$ cat config.mk
export PLATFORM = sky130hd
export DESIGN_NAME = adcsi_ctrl
export DESIGN_NICKNAME = d
export VERILOG_FILES = /design/src/logic/adcsi_pkg.sv /design/src/logic/adcsi_ctrl.sv /design/src/logic/adcsi_sync.sv /design/src/logic/adcsi_buf.sv
export SDC_FILE = /design/constraint.sdc
export NUM_CORES = 1
export LEC_CHECK = 0
export BUFFER_PORTS_ARGS = -buffer_cell sky130_fd_sc_hd__buf_2
export CAP_MARGIN = 20
export CELL_PAD_IN_SITES_DETAIL_PLACEMENT = 1
export CELL_PAD_IN_SITES_GLOBAL_PLACEMENT = 1
export CORE_UTILIZATION = 40
export DETAILED_ROUTE_END_ITERATION = 16
export PLACE_DENSITY_LB_ADDON = 0.1
export SKIP_LAST_GASP = 1
export SYNTH_ARGS = -nofsm -noshare
export SYNTH_HDL_FRONTEND = slang
export SYNTH_HIERARCHICAL = 1
export SYNTH_SLANG_ARGS = --single-unit
$ cat constraint.sdc
create_clock -name i_clk -period 8.41 [get_ports i_clk]
set_clock_uncertainty 0.2 [all_clocks]
set_input_delay 1.2615 -clock i_clk [delete_from_list [all_inputs] [get_ports i_clk]]
set_output_delay 1.2615 -clock i_clk [all_outputs]
set_load 0.02 [all_outputs]
$ cat src/logic/adcsi_pkg.sv
// Purpose: Shared constants and types for the converter serial interface control
// Assumes: 200 MHz system clock, 24-bit result frame, 16-bit configuration word
// Notes:   Conversion lengths are counted in conversion-clock ticks
package adcsi_pkg;

  // System and oscillator rates, in Hz
  localparam int SYS_CLK_HZ   = 200_000_000;
  localparam int INT_OSC_HZ   = 307_200;
  localparam int INT_OSC_DIV  = SYS_CLK_HZ / INT_OSC_HZ;
  localparam int OSC_CNT_W    = 10;

  // Internal serial clock is the conversion clock divided by eight
  localparam int ISCK_HALF_TICKS = 4;
  localparam int ISCK_CNT_W      = 3;

  // Frame layout
  localparam int XFER_BITS  = 24;
  localparam int CFG_BITS   = 16;
  localparam int BIT_CNT_W  = 5;

  // Conversion lengths in conversion-clock ticks (1x and 2x speed)
  localparam int CONV_TICKS_1X = 41036;
  localparam int CONV_TICKS_2X = 20556;
  localparam int CONV_CNT_W    = 16;

  // Internal ticks without an edge before the external clock counts as absent
  localparam int EXT_OSC_TIMEOUT = 64;
  localparam int EXT_CNT_W       = 7;

  // Rejection mode encodings
  localparam logic [1:0] REJ_5060 = 2'h0;
  localparam logic [1:0] REJ_50   = 2'h1;
  localparam logic [1:0] REJ_60   = 2'h2;

  // Out-of-range result words; ordinary words always have bits 4..0 zero
  localparam logic [23:0] WORD_OVR = 24'h3f_ffff;
  localparam logic [23:0] WORD_UDR = 24'h00_001f;

  // Configuration word as shifted in, first bit is en
  typedef struct packed {
    logic       en;
    logic       sgl;
    logic       odd;
    logic [2:0] addr;
    logic       temp;
    logic [1:0] rej;
    logic       spd;
    logic [2:0] gain;
    logic [2:0] rsv;
  } adcsi_cfg_t;

  // Power-on choice: CH0 minus CH1, both line rejections, 1x, gain 1
  localparam adcsi_cfg_t CFG_POR = '{en: 1'b0, sgl: 1'b0, odd: 1'b0, addr: 3'h0,
                                     temp: 1'b0, rej: REJ_5060, spd: 1'b0,
                                     gain: 3'h0, rsv: 3'h0};

  // Settings handed to the analog core with each conversion start
  typedef struct packed {
    logic [3:0] pos;
    logic [3:0] neg;
    logic       neg_com;
    logic       temp;
    logic [1:0] rej;
    logic       spd;
    logic [2:0] gain;
  } adcsi_conv_t;

  // Result from the analog core
  typedef struct packed {
    logic        ovr;
    logic        udr;
    logic [15:0] code;
  } adcsi_res_t;

  localparam int RES_W = 18;

  typedef enum logic [1:0] {
    ST_CONV  = 2'b00,
    ST_SLEEP = 2'b01,
    ST_XFER  = 2'b11
  } adcsi_state_t;

endpackage : adcsi_pkg

$ cat src/logic/adcsi_ctrl.sv
// Purpose: Serial port, conversion cycle and clock selection of a delta-sigma converter
// Assumes: All pins are asynchronous to i_clk; analog core delivers results by valid/ready
// Notes:   Pins are sampled at 200 MHz, far above the 4 MHz serial clock limit
//
// Notes on behaviour
// RULE_01: Clock pin is an input in external mode, driven by device in internal mode.
// RULE_02: Clock mode is taken from clock pin at power up and each select fall.
// RULE_03: Conversion select pin low: conversions timed by internal 307.2 kHz oscillator.
// RULE_04: A clock on the conversion select pin replaces the internal oscillator.
// RULE_05: Select low enables serial logic and wakes the converter.
// RULE_06: After each conversion the device sleeps while select stays high.
// RULE_07: Select rising during result output aborts it and starts a conversion.
// RULE_08: Data output is released whenever select is high.
// RULE_09: During data output the result appears serially on the data output.
// RULE_10: Outside output, data output shows busy high, done low.
// RULE_11: Host polls completion by pulling select low and watching data output.
// RULE_12: Serial input carries gain, rejection, speed, temperature and channel choices.
// RULE_13: Configuration is shifted in during the same transfer that reads the result.
// RULE_14: First conversion after a new selection is already valid.
// RULE_15: Each channel works single-ended or as part of a differential pair.
// RULE_16: Single-ended configurations use the common pin as negative input.
// RULE_17: Out-of-range inputs give distinct over-range and under-range codes.
// RULE_18: Output bits change on falling serial clock edges.
// RULE_19: One input bit per rising edge; transfer ends after 24 bits or select high.
// RULE_20: Select high before first rising edge returns to sleep, no conversion.
// RULE_21: Clock pin low at select fall means external mode, high means internal.
// RULE_22: Captured configuration applies to the next conversion, not the shifted result.
`timescale 1ns/1ps
module adcsi_ctrl #(
  parameter int unsigned P_CONV_TICKS_1X = 41036,
  parameter int unsigned P_CONV_TICKS_2X = 20556
) (
  // Clock and reset
  input  wire logic                  i_clk,
  input  wire logic                  i_srst,
  // Serial port pins
  input  wire logic                  i_cs_n,
  input  wire logic                  i_sck,
  output logic                       o_sck,
  output logic                       o_sck_oe,
  input  wire logic                  i_serial_config_in,
  output logic                       o_serial_result_out,
  output logic                       o_serial_result_out_oe,
  // Conversion clock select pin
  input  wire logic                  i_conversion_clock_select_pin,
  // Analog core
  output logic                       o_conv_start,
  output adcsi_pkg::adcsi_conv_t     o_conv_cfg,
  input  wire logic                  i_res_valid,
  output logic                       o_res_ready,
  input  wire adcsi_pkg::adcsi_res_t i_res,
  // Status
  output logic                       o_sleep,
  output logic                       o_ext_sck_mode,
  output logic                       o_ext_osc_active
);

  logic [3:0]                 pin_s;
  logic                       cs_s;
  logic                       sck_s;
  logic                       sdi_s;
  logic                       ccs_s;
  logic                       cs_q_r;
  logic                       sck_q_r;
  logic                       ccs_q_r;
  logic                       cs_fall;
  logic                       ccs_rise;
  logic [adcsi_pkg::OSC_CNT_W-1:0]  div_r;
  logic                       int_tick;
  logic [adcsi_pkg::EXT_CNT_W-1:0]  ext_idle_r;
  logic                       ext_act;
  logic                       osc_tick;
  logic                       por_cap_r;
  logic [1:0]                 por_dly_r;
  logic                       ext_mode_r;
  logic                       isck_r;
  logic [adcsi_pkg::ISCK_CNT_W-1:0] isck_cnt_r;
  logic                       isck_flip;
  logic                       rise_ev;
  logic                       fall_ev;
  adcsi_pkg::adcsi_state_t    state_r;
  adcsi_pkg::adcsi_state_t    state_nxt;
  logic [adcsi_pkg::CONV_CNT_W-1:0] conv_cnt_r;
  logic [adcsi_pkg::CONV_CNT_W-1:0] conv_len;
  logic                       conv_elapsed;
  logic                       buf_valid;
  logic                       buf_pop;
  adcsi_pkg::adcsi_res_t      buf_res;
  logic [23:0]                shift_r;
  logic [15:0]                cfg_sh_r;
  logic [adcsi_pkg::BIT_CNT_W-1:0]  bit_cnt_r;
  adcsi_pkg::adcsi_cfg_t      cfg_r;
  adcsi_pkg::adcsi_cfg_t      cfg_nxt;
  logic                       start_conv;
  logic                       sdo_r;
  logic                       start_r;

  // Result word: ordinary codes keep the low five bits zero
  function automatic logic [23:0] fmt_word(input adcsi_pkg::adcsi_res_t r);
    if (r.ovr)
      fmt_word = adcsi_pkg::WORD_OVR;                     // [RULE_17]
    else if (r.udr)
      fmt_word = adcsi_pkg::WORD_UDR;                     // [RULE_17]
    else
      fmt_word = {2'b00, ~r.code[15], r.code, 5'h00};
  endfunction : fmt_word

  // Channel decode for the analog multiplexer
  function automatic adcsi_pkg::adcsi_conv_t decode_cfg(input adcsi_pkg::adcsi_cfg_t c);
    decode_cfg.pos     = {c.addr, c.odd};                 // [RULE_15]
    decode_cfg.neg     = {c.addr, ~c.odd};                // [RULE_15]
    decode_cfg.neg_com = c.sgl;                           // [RULE_16]
    decode_cfg.temp    = c.temp;
    decode_cfg.rej     = c.rej;
    decode_cfg.spd     = c.spd;
    decode_cfg.gain    = c.gain;
  endfunction : decode_cfg

  // Pin synchronisers
  adcsi_sync #(
    .W (4)
  ) u_sync (
    .i_clk   (i_clk),
    .i_srst  (i_srst),
    .i_async ({i_cs_n, i_sck, i_serial_config_in, i_conversion_clock_select_pin}),
    .o_sync  (pin_s)
  );

  assign cs_s  = pin_s[3] | por_dly_r[1];  // Idle high until the sync holds the pin
  assign sck_s = pin_s[2];
  assign sdi_s = pin_s[1];
  assign ccs_s = pin_s[0];

  // Previous levels for edge detection; select idles high
  always_ff @(posedge i_clk)
  begin
    if (i_srst)
    begin
      cs_q_r  <= 1'b1;
      sck_q_r <= 1'b0;
      ccs_q_r <= 1'b0;
    end
    else
    begin
      cs_q_r  <= cs_s;
      sck_q_r <= sck_s;
      ccs_q_r <= ccs_s;
    end
  end

  assign cs_fall  = cs_q_r & ~cs_s;
  assign ccs_rise = ccs_s & ~ccs_q_r;

  // Internal oscillator as an enable pulse
  always_ff @(posedge i_clk)
  begin
    if (i_srst)
      div_r <= '0;
    else if (int_tick)
      div_r <= '0;
    else
      div_r <= div_r + 1'b1;
  end

  assign int_tick = (div_r == adcsi_pkg::OSC_CNT_W'(adcsi_pkg::INT_OSC_DIV - 1)); // [RULE_03]

  // External clock watchdog; a pin tied low never rises and keeps the internal one
  always_ff @(posedge i_clk)
  begin
    if (i_srst)
      ext_idle_r <= adcsi_pkg::EXT_CNT_W'(adcsi_pkg::EXT_OSC_TIMEOUT);
    else if (ccs_rise)
      ext_idle_r <= '0;
    else if (int_tick & ~ext_act)
      ext_idle_r <= ext_idle_r;
    else if (int_tick)
      ext_idle_r <= ext_idle_r + 1'b1;
  end

  assign ext_act  = (ext_idle_r < adcsi_pkg::EXT_CNT_W'(adcsi_pkg::EXT_OSC_TIMEOUT));
  assign osc_tick = ext_act ? ccs_rise : int_tick;       // [RULE_04]

  // Clock mode: caught once the syncs hold real pin levels, then at each select fall
  always_ff @(posedge i_clk)
  begin
    if (i_srst)
    begin
      por_dly_r  <= 2'h3;
      por_cap_r  <= 1'b0;
      ext_mode_r <= 1'b1;
    end
    else
    begin
      por_dly_r <= {por_dly_r[0], 1'b0};
      por_cap_r <= por_dly_r[1] & ~por_dly_r[0];
      if (por_cap_r | cs_fall)
        ext_mode_r <= ~sck_s;                             // [RULE_02] [RULE_21]
    end
  end

  // Internal serial clock: idles high, one half period per four oscillator ticks
  assign isck_flip = (state_r == adcsi_pkg::ST_XFER) & ~ext_mode_r & ~cs_s & osc_tick
                     & (isck_cnt_r == adcsi_pkg::ISCK_CNT_W'(adcsi_pkg::ISCK_HALF_TICKS - 1));

  always_ff @(posedge i_clk)
  begin
    if (i_srst)
    begin
      isck_r     <= 1'b1;
      isck_cnt_r <= '0;
    end
    else if (state_r != adcsi_pkg::ST_XFER)
    begin
      isck_r     <= 1'b1;
      isck_cnt_r <= '0;
    end
    else if (osc_tick & ~ext_mode_r)
    begin
      isck_cnt_r <= isck_flip ? '0 : isck_cnt_r + 1'b1;
      if (isck_flip)
        isck_r <= ~isck_r;
    end
  end

  // Serial clock edges from whichever source owns the pin
  assign rise_ev = ext_mode_r ? (sck_s & ~sck_q_r) : (isck_flip & ~isck_r);
  assign fall_ev = ext_mode_r ? (~sck_s & sck_q_r) : (isck_flip & isck_r);

  // Result buffer absorbs a core result while the shifter is busy
  adcsi_buf #(
    .W     (adcsi_pkg::RES_W),
    .DEPTH (2)
  ) u_buf (
    .i_clk   (i_clk),
    .i_srst  (i_srst),
    .i_valid (i_res_valid),
    .o_ready (o_res_ready),
    .i_data  (i_res),
    .o_valid (buf_valid),
    .i_ready (buf_pop),
    .o_data  (buf_res)
  );

  // Conversion length follows the speed of the running conversion
  assign conv_len = cfg_r.spd ? adcsi_pkg::CONV_CNT_W'(P_CONV_TICKS_2X)
                              : adcsi_pkg::CONV_CNT_W'(P_CONV_TICKS_1X);
  assign conv_elapsed = (conv_cnt_r >= conv_len);
  assign buf_pop      = (state_r == adcsi_pkg::ST_CONV) & conv_elapsed & buf_valid;

  // Conversion timer counts conversion-clock ticks
  always_ff @(posedge i_clk)
  begin
    if (i_srst | start_conv)
      conv_cnt_r <= '0;
    else if ((state_r == adcsi_pkg::ST_CONV) & osc_tick & ~conv_elapsed)
      conv_cnt_r <= conv_cnt_r + 1'b1;                    // [RULE_03] [RULE_04]
  end

  // Cycle control and next configuration
  always_comb
  begin
    state_nxt  = state_r;
    start_conv = 1'b0;
    cfg_nxt    = cfg_r;
    case (state_r)
      adcsi_pkg::ST_CONV:
      begin
        if (buf_pop)
          state_nxt = adcsi_pkg::ST_SLEEP;                // [RULE_06]
      end
      adcsi_pkg::ST_SLEEP:
      begin
        if (~cs_s)
          state_nxt = adcsi_pkg::ST_XFER;                 // [RULE_05]
      end
      adcsi_pkg::ST_XFER:
      begin
        if (cs_s & (bit_cnt_r == '0))
          state_nxt = adcsi_pkg::ST_SLEEP;                // [RULE_20]
        else if (cs_s)
          start_conv = 1'b1;                              // [RULE_07]
        else if (rise_ev & (bit_cnt_r == adcsi_pkg::BIT_CNT_W'(adcsi_pkg::XFER_BITS - 1)))
          start_conv = 1'b1;                              // [RULE_19]
        if (start_conv)
        begin
          state_nxt = adcsi_pkg::ST_CONV;
          // A short frame or a clear enable keeps the old selection
          if ((bit_cnt_r >= adcsi_pkg::BIT_CNT_W'(adcsi_pkg::CFG_BITS)) & cfg_sh_r[15])
            cfg_nxt = adcsi_pkg::adcsi_cfg_t'(cfg_sh_r);  // [RULE_22]
        end
      end
      default:
        state_nxt = adcsi_pkg::ST_CONV;
    endcase
  end

  // State and selection registers; power up starts with a conversion
  always_ff @(posedge i_clk)
  begin
    if (i_srst)
    begin
      state_r <= adcsi_pkg::ST_CONV;
      cfg_r   <= adcsi_pkg::CFG_POR;
    end
    else
    begin
      state_r <= state_nxt;
      cfg_r   <= cfg_nxt;
    end
  end

  // Conversion start toward the core, no discarded conversions
  always_ff @(posedge i_clk)
  begin
    if (i_srst)
    begin
      start_r    <= 1'b0;
      o_conv_cfg <= decode_cfg(adcsi_pkg::CFG_POR);
    end
    else
    begin
      start_r <= start_conv | por_cap_r;                  // [RULE_14]
      if (start_conv)
        o_conv_cfg <= decode_cfg(cfg_nxt);                // [RULE_12]
    end
  end

  // Output shifter: loaded at conversion end, moves on falls after a rise
  always_ff @(posedge i_clk)
  begin
    if (i_srst)
      shift_r <= '0;
    else if (buf_pop)
      shift_r <= fmt_word(buf_res);
    else if ((state_r == adcsi_pkg::ST_XFER) & fall_ev & (bit_cnt_r != '0))
      shift_r <= {shift_r[22:0], 1'b0};                   // [RULE_18]
  end

  // Input shifter and bit count; config is taken in the same frame
  always_ff @(posedge i_clk)
  begin
    if (i_srst)
    begin
      cfg_sh_r  <= '0;
      bit_cnt_r <= '0;
    end
    else if (state_r != adcsi_pkg::ST_XFER)
    begin
      cfg_sh_r  <= '0;
      bit_cnt_r <= '0;
    end
    else if (rise_ev & ~cs_s)
    begin
      bit_cnt_r <= bit_cnt_r + 1'b1;                      // [RULE_19]
      if (bit_cnt_r < adcsi_pkg::BIT_CNT_W'(adcsi_pkg::CFG_BITS))
        cfg_sh_r <= {cfg_sh_r[14:0], sdi_s};              // [RULE_13]
    end
  end

  // Data output: result bit while shifting, otherwise busy flag
  always_ff @(posedge i_clk)
  begin
    if (i_srst)
      sdo_r <= 1'b1;
    else if (state_nxt == adcsi_pkg::ST_XFER)
      sdo_r <= (state_r == adcsi_pkg::ST_XFER) ? shift_r[23] : 1'b0; // [RULE_09]
    else
      sdo_r <= (state_nxt == adcsi_pkg::ST_CONV);         // [RULE_10]
  end

  // Pin drivers
  assign o_serial_result_out    = sdo_r;
  assign o_serial_result_out_oe = ~cs_s;                  // [RULE_08]
  assign o_sck                  = isck_r;
  assign o_sck_oe = ~ext_mode_r & (state_r == adcsi_pkg::ST_XFER) & ~cs_s; // [RULE_01]

  // Status and core handshake
  assign o_conv_start     = start_r;
  assign o_sleep          = (state_r == adcsi_pkg::ST_SLEEP) & cs_s; // [RULE_06]
  assign o_ext_sck_mode   = ext_mode_r;
  assign o_ext_osc_active = ext_act;

endmodule : adcsi_ctrl

$ cat src/logic/adcsi_sync.sv
// Purpose: Two-flop synchroniser for asynchronous pin inputs
// Assumes: Each bit is an independent level
// Notes:   The first stage feeds only the second stage
`timescale 1ns/1ps
module adcsi_sync #(
  parameter int W = 4
) (
  // Clock and reset
  input  wire logic         i_clk,
  input  wire logic         i_srst,
  // Levels
  input  wire logic [W-1:0] i_async,
  output logic      [W-1:0] o_sync
);

  logic [W-1:0] meta_r;
  logic [W-1:0] sync_r;

  // Two stages, reset to zero
  always_ff @(posedge i_clk)
  begin
    if (i_srst)
    begin
      meta_r <= '0;
      sync_r <= '0;
    end
    else
    begin
      meta_r <= i_async;
      sync_r <= meta_r;
    end
  end

  assign o_sync = sync_r;

endmodule : adcsi_sync

$ cat src/logic/adcsi_buf.sv
// Purpose: Small FIFO between the analog core and the result shifter
// Assumes: Same clock on both sides
// Notes:   Depth two by default; full and empty are exact
`timescale 1ns/1ps
module adcsi_buf #(
  parameter int W     = 18,
  parameter int DEPTH = 2
) (
  // Clock and reset
  input  wire logic         i_clk,
  input  wire logic         i_srst,
  // Fill side
  input  wire logic         i_valid,
  output logic              o_ready,
  input  wire logic [W-1:0] i_data,
  // Drain side
  output logic              o_valid,
  input  wire logic         i_ready,
  output logic      [W-1:0] o_data
);

  localparam int AW = (DEPTH > 1) ? $clog2(DEPTH) : 1;

  logic [W-1:0]  mem_r [DEPTH];
  logic [AW-1:0] wr_ptr_r;
  logic [AW-1:0] rd_ptr_r;
  logic [AW:0]   cnt_r;
  logic          push;
  logic          pop;

  // Stall the filler when full
  assign o_ready = (cnt_r != (AW+1)'(DEPTH));
  assign o_valid = (cnt_r != '0);
  assign push    = i_valid & o_ready;
  assign pop     = o_valid & i_ready;
  assign o_data  = mem_r[rd_ptr_r];

  // Pointer wrap is explicit so DEPTH need not be a power of two
  function automatic logic [AW-1:0] nxt_ptr(input logic [AW-1:0] p);
    nxt_ptr = (p == AW'(DEPTH - 1)) ? '0 : AW'(p + 1'b1);
  endfunction : nxt_ptr

  // Storage
  always_ff @(posedge i_clk)
  begin
    if (push)
      mem_r[wr_ptr_r] <= i_data;
  end

  // Pointers and fill level
  always_ff @(posedge i_clk)
  begin
    if (i_srst)
    begin
      wr_ptr_r <= '0;
      rd_ptr_r <= '0;
      cnt_r    <= '0;
    end
    else
    begin
      if (push)
        wr_ptr_r <= nxt_ptr(wr_ptr_r);
      if (pop)
        rd_ptr_r <= nxt_ptr(rd_ptr_r);
      if (push & ~pop)
        cnt_r <= cnt_r + 1'b1;
      else if (pop & ~push)
        cnt_r <= cnt_r - 1'b1;
    end
  end

endmodule : adcsi_buf

==> impl_metrics.ini, run 1 <==
[timing]
rsz0062_at_grt = no
fin_setup_tns_ns = 0
whs_ns = 0.2347
setup_viol = 0
timing.slew.headroom_pct = 40.27
hold_violations = 0
min_period_over_period_pct = 38.98
finalCriticalPeriod_ns = 3.278
maxSlewViolCount = 0
tightestPinTransition_ns = 0.8960
clock.fmax_mhz = 305.1

[floorplanning]
die_h_um = 134.1
core.rowCount = 47
die-area_mm2 = 0.01799
core_mm2 = 0.01682
io_pins = 50
die_x_um = 134.1
initial_core_util_pct = 41.51

[yosys]
synth_edf_count = 36
syn_area_mm2 = 0.006982
synth_compound_area_share_pct = 12.01
ys_types = 61
ys_ff_latch = 167
netlist.area_leader.share_pct = 37.56
async_flop_share_pct = 0
synth.area.top_cells = dfxtp_1 (38%), edfxtp_1 (15%), nand2_1 (4.9%), nor2_1 (3.5%), xor2_1 (3.0%)
synth_xor_area_share_pct = 3.889
dominantRegCellSynth = dfxtp_1
avgSynthCellArea_um2 = 9.792
synth_nets = 751
syn_inst = 713
synth_mux_area_share_pct = 3.763
synth_simple_gate_area_share_pct = 21.15
synth_seq_area_share_pct = 53.05
yosys.area.top_type = dfxtp_1
synth_fa_ha_area_share_pct = 2.330
yosysWarnings = 6
synth_top_family_by_area = simple AND/OR/NAND/NOR gates

[power_and_ir_drop]
combPwrFrac_pct = 4.2
share_seq_of_total_power_pct = 51.5
p_sw_share_pct = 22.00
leakagePower_nw = 2.854
p_sw_mw = 0.3645
ir_drop_mv = 0.1406
internal-power_mw = 1.292
power_density_mw_per_mm2 = 208.6
clock_power_share_pct = 44.3

[cts]
cts-root-buf = clkbuf_16
clock_latency_ns = 0.43
clockBufferDepth = 2
tritoncts = yes
cts_inserted_buffers = 17
path_clk_slew_ns = 0.06
hold_buffers = 0
numClockSinks = 167
post_cts_buffers = 0
cts.repair.resized = 0
htreeDepth = 4

[route]
drc = 0
dr.first_iter.drc_count = 230
wirelength_mm = 15.24
num_vias = 5220
first_pass_iters = 6
wl_per_cell_um = 15.59
vias_per_cell = 5.337
ant_nets = 0

[setup_path]
start_kind = register
crit_start = cfg_r[6]$_SDFF_PP0_
r2r_cells = 11
crit_type = register to register
ff2ff_setup_slack_ns = 5.13
crit_path_end_kind = register
crit_arrival_ns = 3.43
rr_endpoint = u_buf/cnt_r[1]$_SDFFE_PP0P_
cp_max_fo = 40
cp.required_ns = 8.56
endpoint = u_buf/cnt_r[1]$_SDFFE_PP0P_
r2r-start = cfg_r[6]$_SDFF_PP0_

[placed_design]
place.gp.congestion = 0.7167
dp_hpwl_mm = 10.32
placed_cells = 944
port_buffers = 49

[finish]
syn2layout_area_growth_pct = 13.76
post-route-util_pct = 47.23
layout_commonest_cell = dfxtp_1
final_cell_mix = dfxtp_1 (131), nand2_1 (92), nor2_1 (64), buf_2 (49), nand3_1 (39)
multi_input_area_mm2 = 0.003025
seq_area_mm2 = 0.003704
fillCellCount = 1908
layout.nets = 784
layoutNonFillerInstCount = 978
diodes = 0
drive_gt1_share_pct = 16.75

[global_route]
grt_pass1_wl_mm = 26.29
grt_pass1_vias = 5508
gr-total-overflow = 0
grtUsageTotal_pct = 18.43
grt_max_degree = 74
grt_antenna_before_repair = 0

[hold_path]
hold_class = register to register
min_from = por_dly_r[0]$_DFF_P_

[flow_run]
max_cap_violations = 0

[run_status]
outcome = finished, final reports clean
## per-layer routing
| layer | up-vias | GRT usage, % | share of wire (%) |
|---|---|---|---|
| li1 | 2587 | - | - |
| met1 | 2563 | 21.62 | 45 |
| met2 | 54 | 32.73 | 51 |
| met3 | 16 | 4.573 | 2.8 |
| met4 | 0 | 6.180 | 1.3 |
| met5 | - | 0 | 0 |
## how the worst min path moves through the flow
stage	endpoint	slack (ns)	cells past startpoint
6_report	por_dly_r[1]$_SDFF_PP1_	0.23	1
5_1_grt	u_sync/o_sync[1]$_SDFF_PP0_	0.26	1
3_3_place_gp	por_dly_r[1]$_SDFF_PP1_	0.21	1
2_1_floorplan	por_dly_r[1]$_SDFF_PP1_	0.21	1
3_5_place_dp	por_dly_r[1]$_SDFF_PP1_	0.22	1
4_1_cts	por_dly_r[1]$_SDFF_PP1_	0.24	1
## worst max-delay path, cell delays in order (launching register included)
cell,delay (ns)
dfxtp_1,0.42
inv_1,0.10
ha_1,0.20
nor4_1,0.29
nand2_1,0.11
nor3_1,0.48
nor3_2,0.10
buf_4,0.28
o21ai_0,0.20
ha_1,0.33
or3_1,0.36
a21oi_1,0.14
## power by group through the flow
stage | Sequential (mW) | Clock, mW | Combinational (mW)
after floorplan | 0.869 | 0 | 0.0455
final | 0.853 | 0.734 | 0.0696
after detailed placement | 0.871 | 0 | 0.0715
after global placement | 0.870 | 0 | 0.0688
after global routing | 0.856 | 0.783 | 0.0784
after CTS | 0.853 | 0.753 | 0.0721
## cells in the mapped netlist, types with 9 or more instances
cell / instances
clkbuf_1: 22
nor2_1: 65
ha_1: 13
nand4_1: 11
edfxtp_1: 36
nand3_1: 39
nor3_1: 35
mux2_2: 18
xor2_1: 24
a21oi_1: 37
dfxtp_1: 131
nand2_1: 92
buf_2: 12
o21ai_0: 28
a311oi_1: 12
nor2b_1: 10
inv_1: 15
or3_1: 9
## sequential cells by signal (all words and copies together), names as in the netlist, 7 cells and up, named ones only
register and cells:
ext_idle_r 7, u_buf/mem_r 36, conv_cnt_r 16, o_conv_cfg 13
shift_r 24, cfg_sh_r 16, div_r 10, cfg_r 12
## metrics by stage
step,power (mW),setup slack (ns),cell area [um^2]
final,1.657,5.132,7943
after detailed placement,0.9425,4.971,7355
after global routing,1.717,4.932,7943
after global placement,0.9386,5.144,7355
after floorplan,0.9141,5.621,6982
after CTS,1.679,5.076,7901
## cells by family after synthesis
logic type / Yosys count
AO/OA/AOI/OAI: 117
XOR/XNOR: 31
adder cells (fa/ha/maj): 13
buffers and inverters: 60
flip-flops: 167
multiplexers: 24
AND/OR/NAND/NOR: 301
## area by class of cell
| cell class | instances | share of cell area (%) |
|---|---|---|
| sequential | 167 | 46.63 |
| clock inverter | 8 | 0.9452 |
| clock buffer | 23 | 5.939 |
| tap | 220 | 3.466 |
| timing repair buffer | 58 | 4.175 |
| multi-input combinational | 486 | 38.09 |
| inverter | 16 | 0.7561 |
No activity file was read; power rests on OpenSTA's default activity.
==> inputs of run 2 (changes only) <==
- clock period: 8.41 -> 3.3 ns (I/O delays scaled with it)
==> run 2 against run 1 <==
Clock power rose to 2.9 times the previous value. Die area did not move. Combinational power rose to 2.6 times the previous value. Sequential cell count unchanged. Register-to-register slack got worse by 4.7 ns. Non-clock buffer count up 5. Maximum frequency grew 15%. Worst setup slack got worse by 4.7 ns. Highest routed layer unchanged.
==> impl_metrics.ini, run 2 (synthesis results as in run 1) <==
[run_status]
outcome = finished, final reports clean

[timing]
timing.slew.headroom_pct = 31.77
hold_violations = 0
layout_setup_ws_ns = 0.4393
finalCriticalPeriod_ns = 2.861
maxSlewViolCount = 0
min_period_over_period_pct = 86.69
setup_viol = 0
rsz0062_at_grt = no
clock.fmax_mhz = 349.6
tightestPinTransition_ns = 1.021
fin_setup_tns_ns = 0

[cts]
numClockSinks = 167
cts-root-buf = clkbuf_16
path_clk_slew_ns = 0.06
cts_inserted_buffers = 17
tritoncts = yes
cts.repair.resized = 0
clockBufferDepth = 2
hold_buffers = 0
clock_latency_ns = 0.43
htreeDepth = 4
post_cts_buffers = 0

[finish]
layoutNonFillerInstCount = 984
largest-register = u_buf/mem_r
reg_top3 = u_buf/mem_r (36), shift_r (24)
layout.nets = 789
diodes = 0
final_cell_mix = dfxtp_1 (131), nand2_1 (92), nor2_1 (64), buf_2 (49), nand3_1 (39)
post-route-util_pct = 47.86
syn2layout_area_growth_pct = 15.29
fillCellCount = 1900
drive_gt1_share_pct = 17.67
layout_commonest_cell = dfxtp_1
largest_reg_flops = 36

[power_and_ir_drop]
clock_power_share_pct = 47.3
power_density_mw_per_mm2 = 555.0
internal-power_mw = 3.499
p_sw_mw = 0.9687
ir_drop_mv = 0.4017
p_total_mw = 4.467
p_sw_share_pct = 21.68
combPwrFrac_pct = 4.0
share_seq_of_total_power_pct = 48.7
leakagePower_nw = 2.905

[placed_design]
place_ws_ns = 0.4589
placed_cells = 951
port_buffers = 49
place.gp.congestion = 0.7783
dp_hpwl_mm = 10.63

[hold_path]
hold_class = input pin to register
min_from = i_res[0]

[floorplanning]
core.rowCount = 47
core_mm2 = 0.01682
die-area_mm2 = 0.01799
die_h_um = 134.1
io_pins = 50
initial_core_util_pct = 41.51
die_x_um = 134.1

[route]
num_vias = 5246
wl_per_cell_um = 16.18
vias_per_cell = 5.331
ant_nets = 0
first_pass_iters = 6
dr.first_iter.drc_count = 259
wirelength_mm = 15.92
drc = 0

[setup_path]
crit_path_end_kind = register
crit_type = register to register
cp_max_fo = 5
r2r-start = cfg_r[6]$_SDFF_PP0_
cp.required_ns = 3.46
ff2ff_setup_slack_ns = 0.44
crit_start = cfg_r[6]$_SDFF_PP0_
start_kind = register
crit_arrival_ns = 3.02

[global_route]
grt_antenna_before_repair = 0
grtUsageTotal_pct = 18.81
grt_use_met2_pct = 32.35
gr-total-overflow = 0
grt_max_degree = 40
grt_pass1_wl_mm = 26.57
grt_pass1_vias = 5335
grtUsageMet3_pct = 3.930
globalRouteMet1Util_pct = 23.03
grt_busiest_layer = met2

[flow_run]
max_cap_violations = 0
[run 2: per-layer routing]
metal,share of wire (%),routed length [um]
met1,45,7097
met2,51,8103
met3,2.9,463
met4,1.6,258
met5,0,0
[run 2: final cells by class]
class                           instances  area (um^2)  share of cell area (%)
Clock inverter                         10        141.4                   1.757
Multi-Input combinational cell        486         3025                   37.59
Timing Repair Buffer                   63        354.1                   4.399
Tap cell                              220        275.3                   3.420
Clock buffer                           22        489.2                   6.078
Inverter                               16        60.06                  0.7462
Sequential cell                       167         3704                   46.01
[run 2: critical path, stage by stage (launching register included)]
cell	delay, ns
dfxtp_1	0.41
inv_1	0.09
ha_1	0.21
nor4_1	0.28
nand2_1	0.10
nor3_1	0.40
nor3_2	0.11
o21ai_0	0.17
ha_1	0.33
or3_1	0.37
a21oi_1	0.14
[run 2: final timing paths]
check	end	cells past startpoint
worst max-delay path	u_buf/cnt_r[1]$_SDFFE_PP0P_	10
worst min-delay path	u_buf/mem_r[0][0]$_DFFE_PP_	1
worst max register to register	u_buf/cnt_r[1]$_SDFFE_PP0P_	10
worst min register to register	por_dly_r[1]$_SDFF_PP1_	1
[run 2: stage by stage]
| stage | hold slack, ns | area [um^2] |
|---|---|---|
| finish | 0.04735 | 8049 |
| global route | 0.03840 | 8049 |
| CTS | 0.02709 | 8038 |
| detailed placement | 0.2173 | 7407 |
| global placement | 0.2153 | 7407 |
| floorplan | 0.2061 | 6982 |
[run 2: power groups by stage]
stage / registers [mW] / logic [mW] / clock network, mW
2_1_floorplan: 2.21 / 0.116 / 0
3_3_place_gp: 2.22 / 0.177 / 0
3_5_place_dp: 2.22 / 0.185 / 0
4_1_cts: 2.17 / 0.186 / 2.16
5_1_grt: 2.18 / 0.201 / 2.23
6_report: 2.17 / 0.181 / 2.11
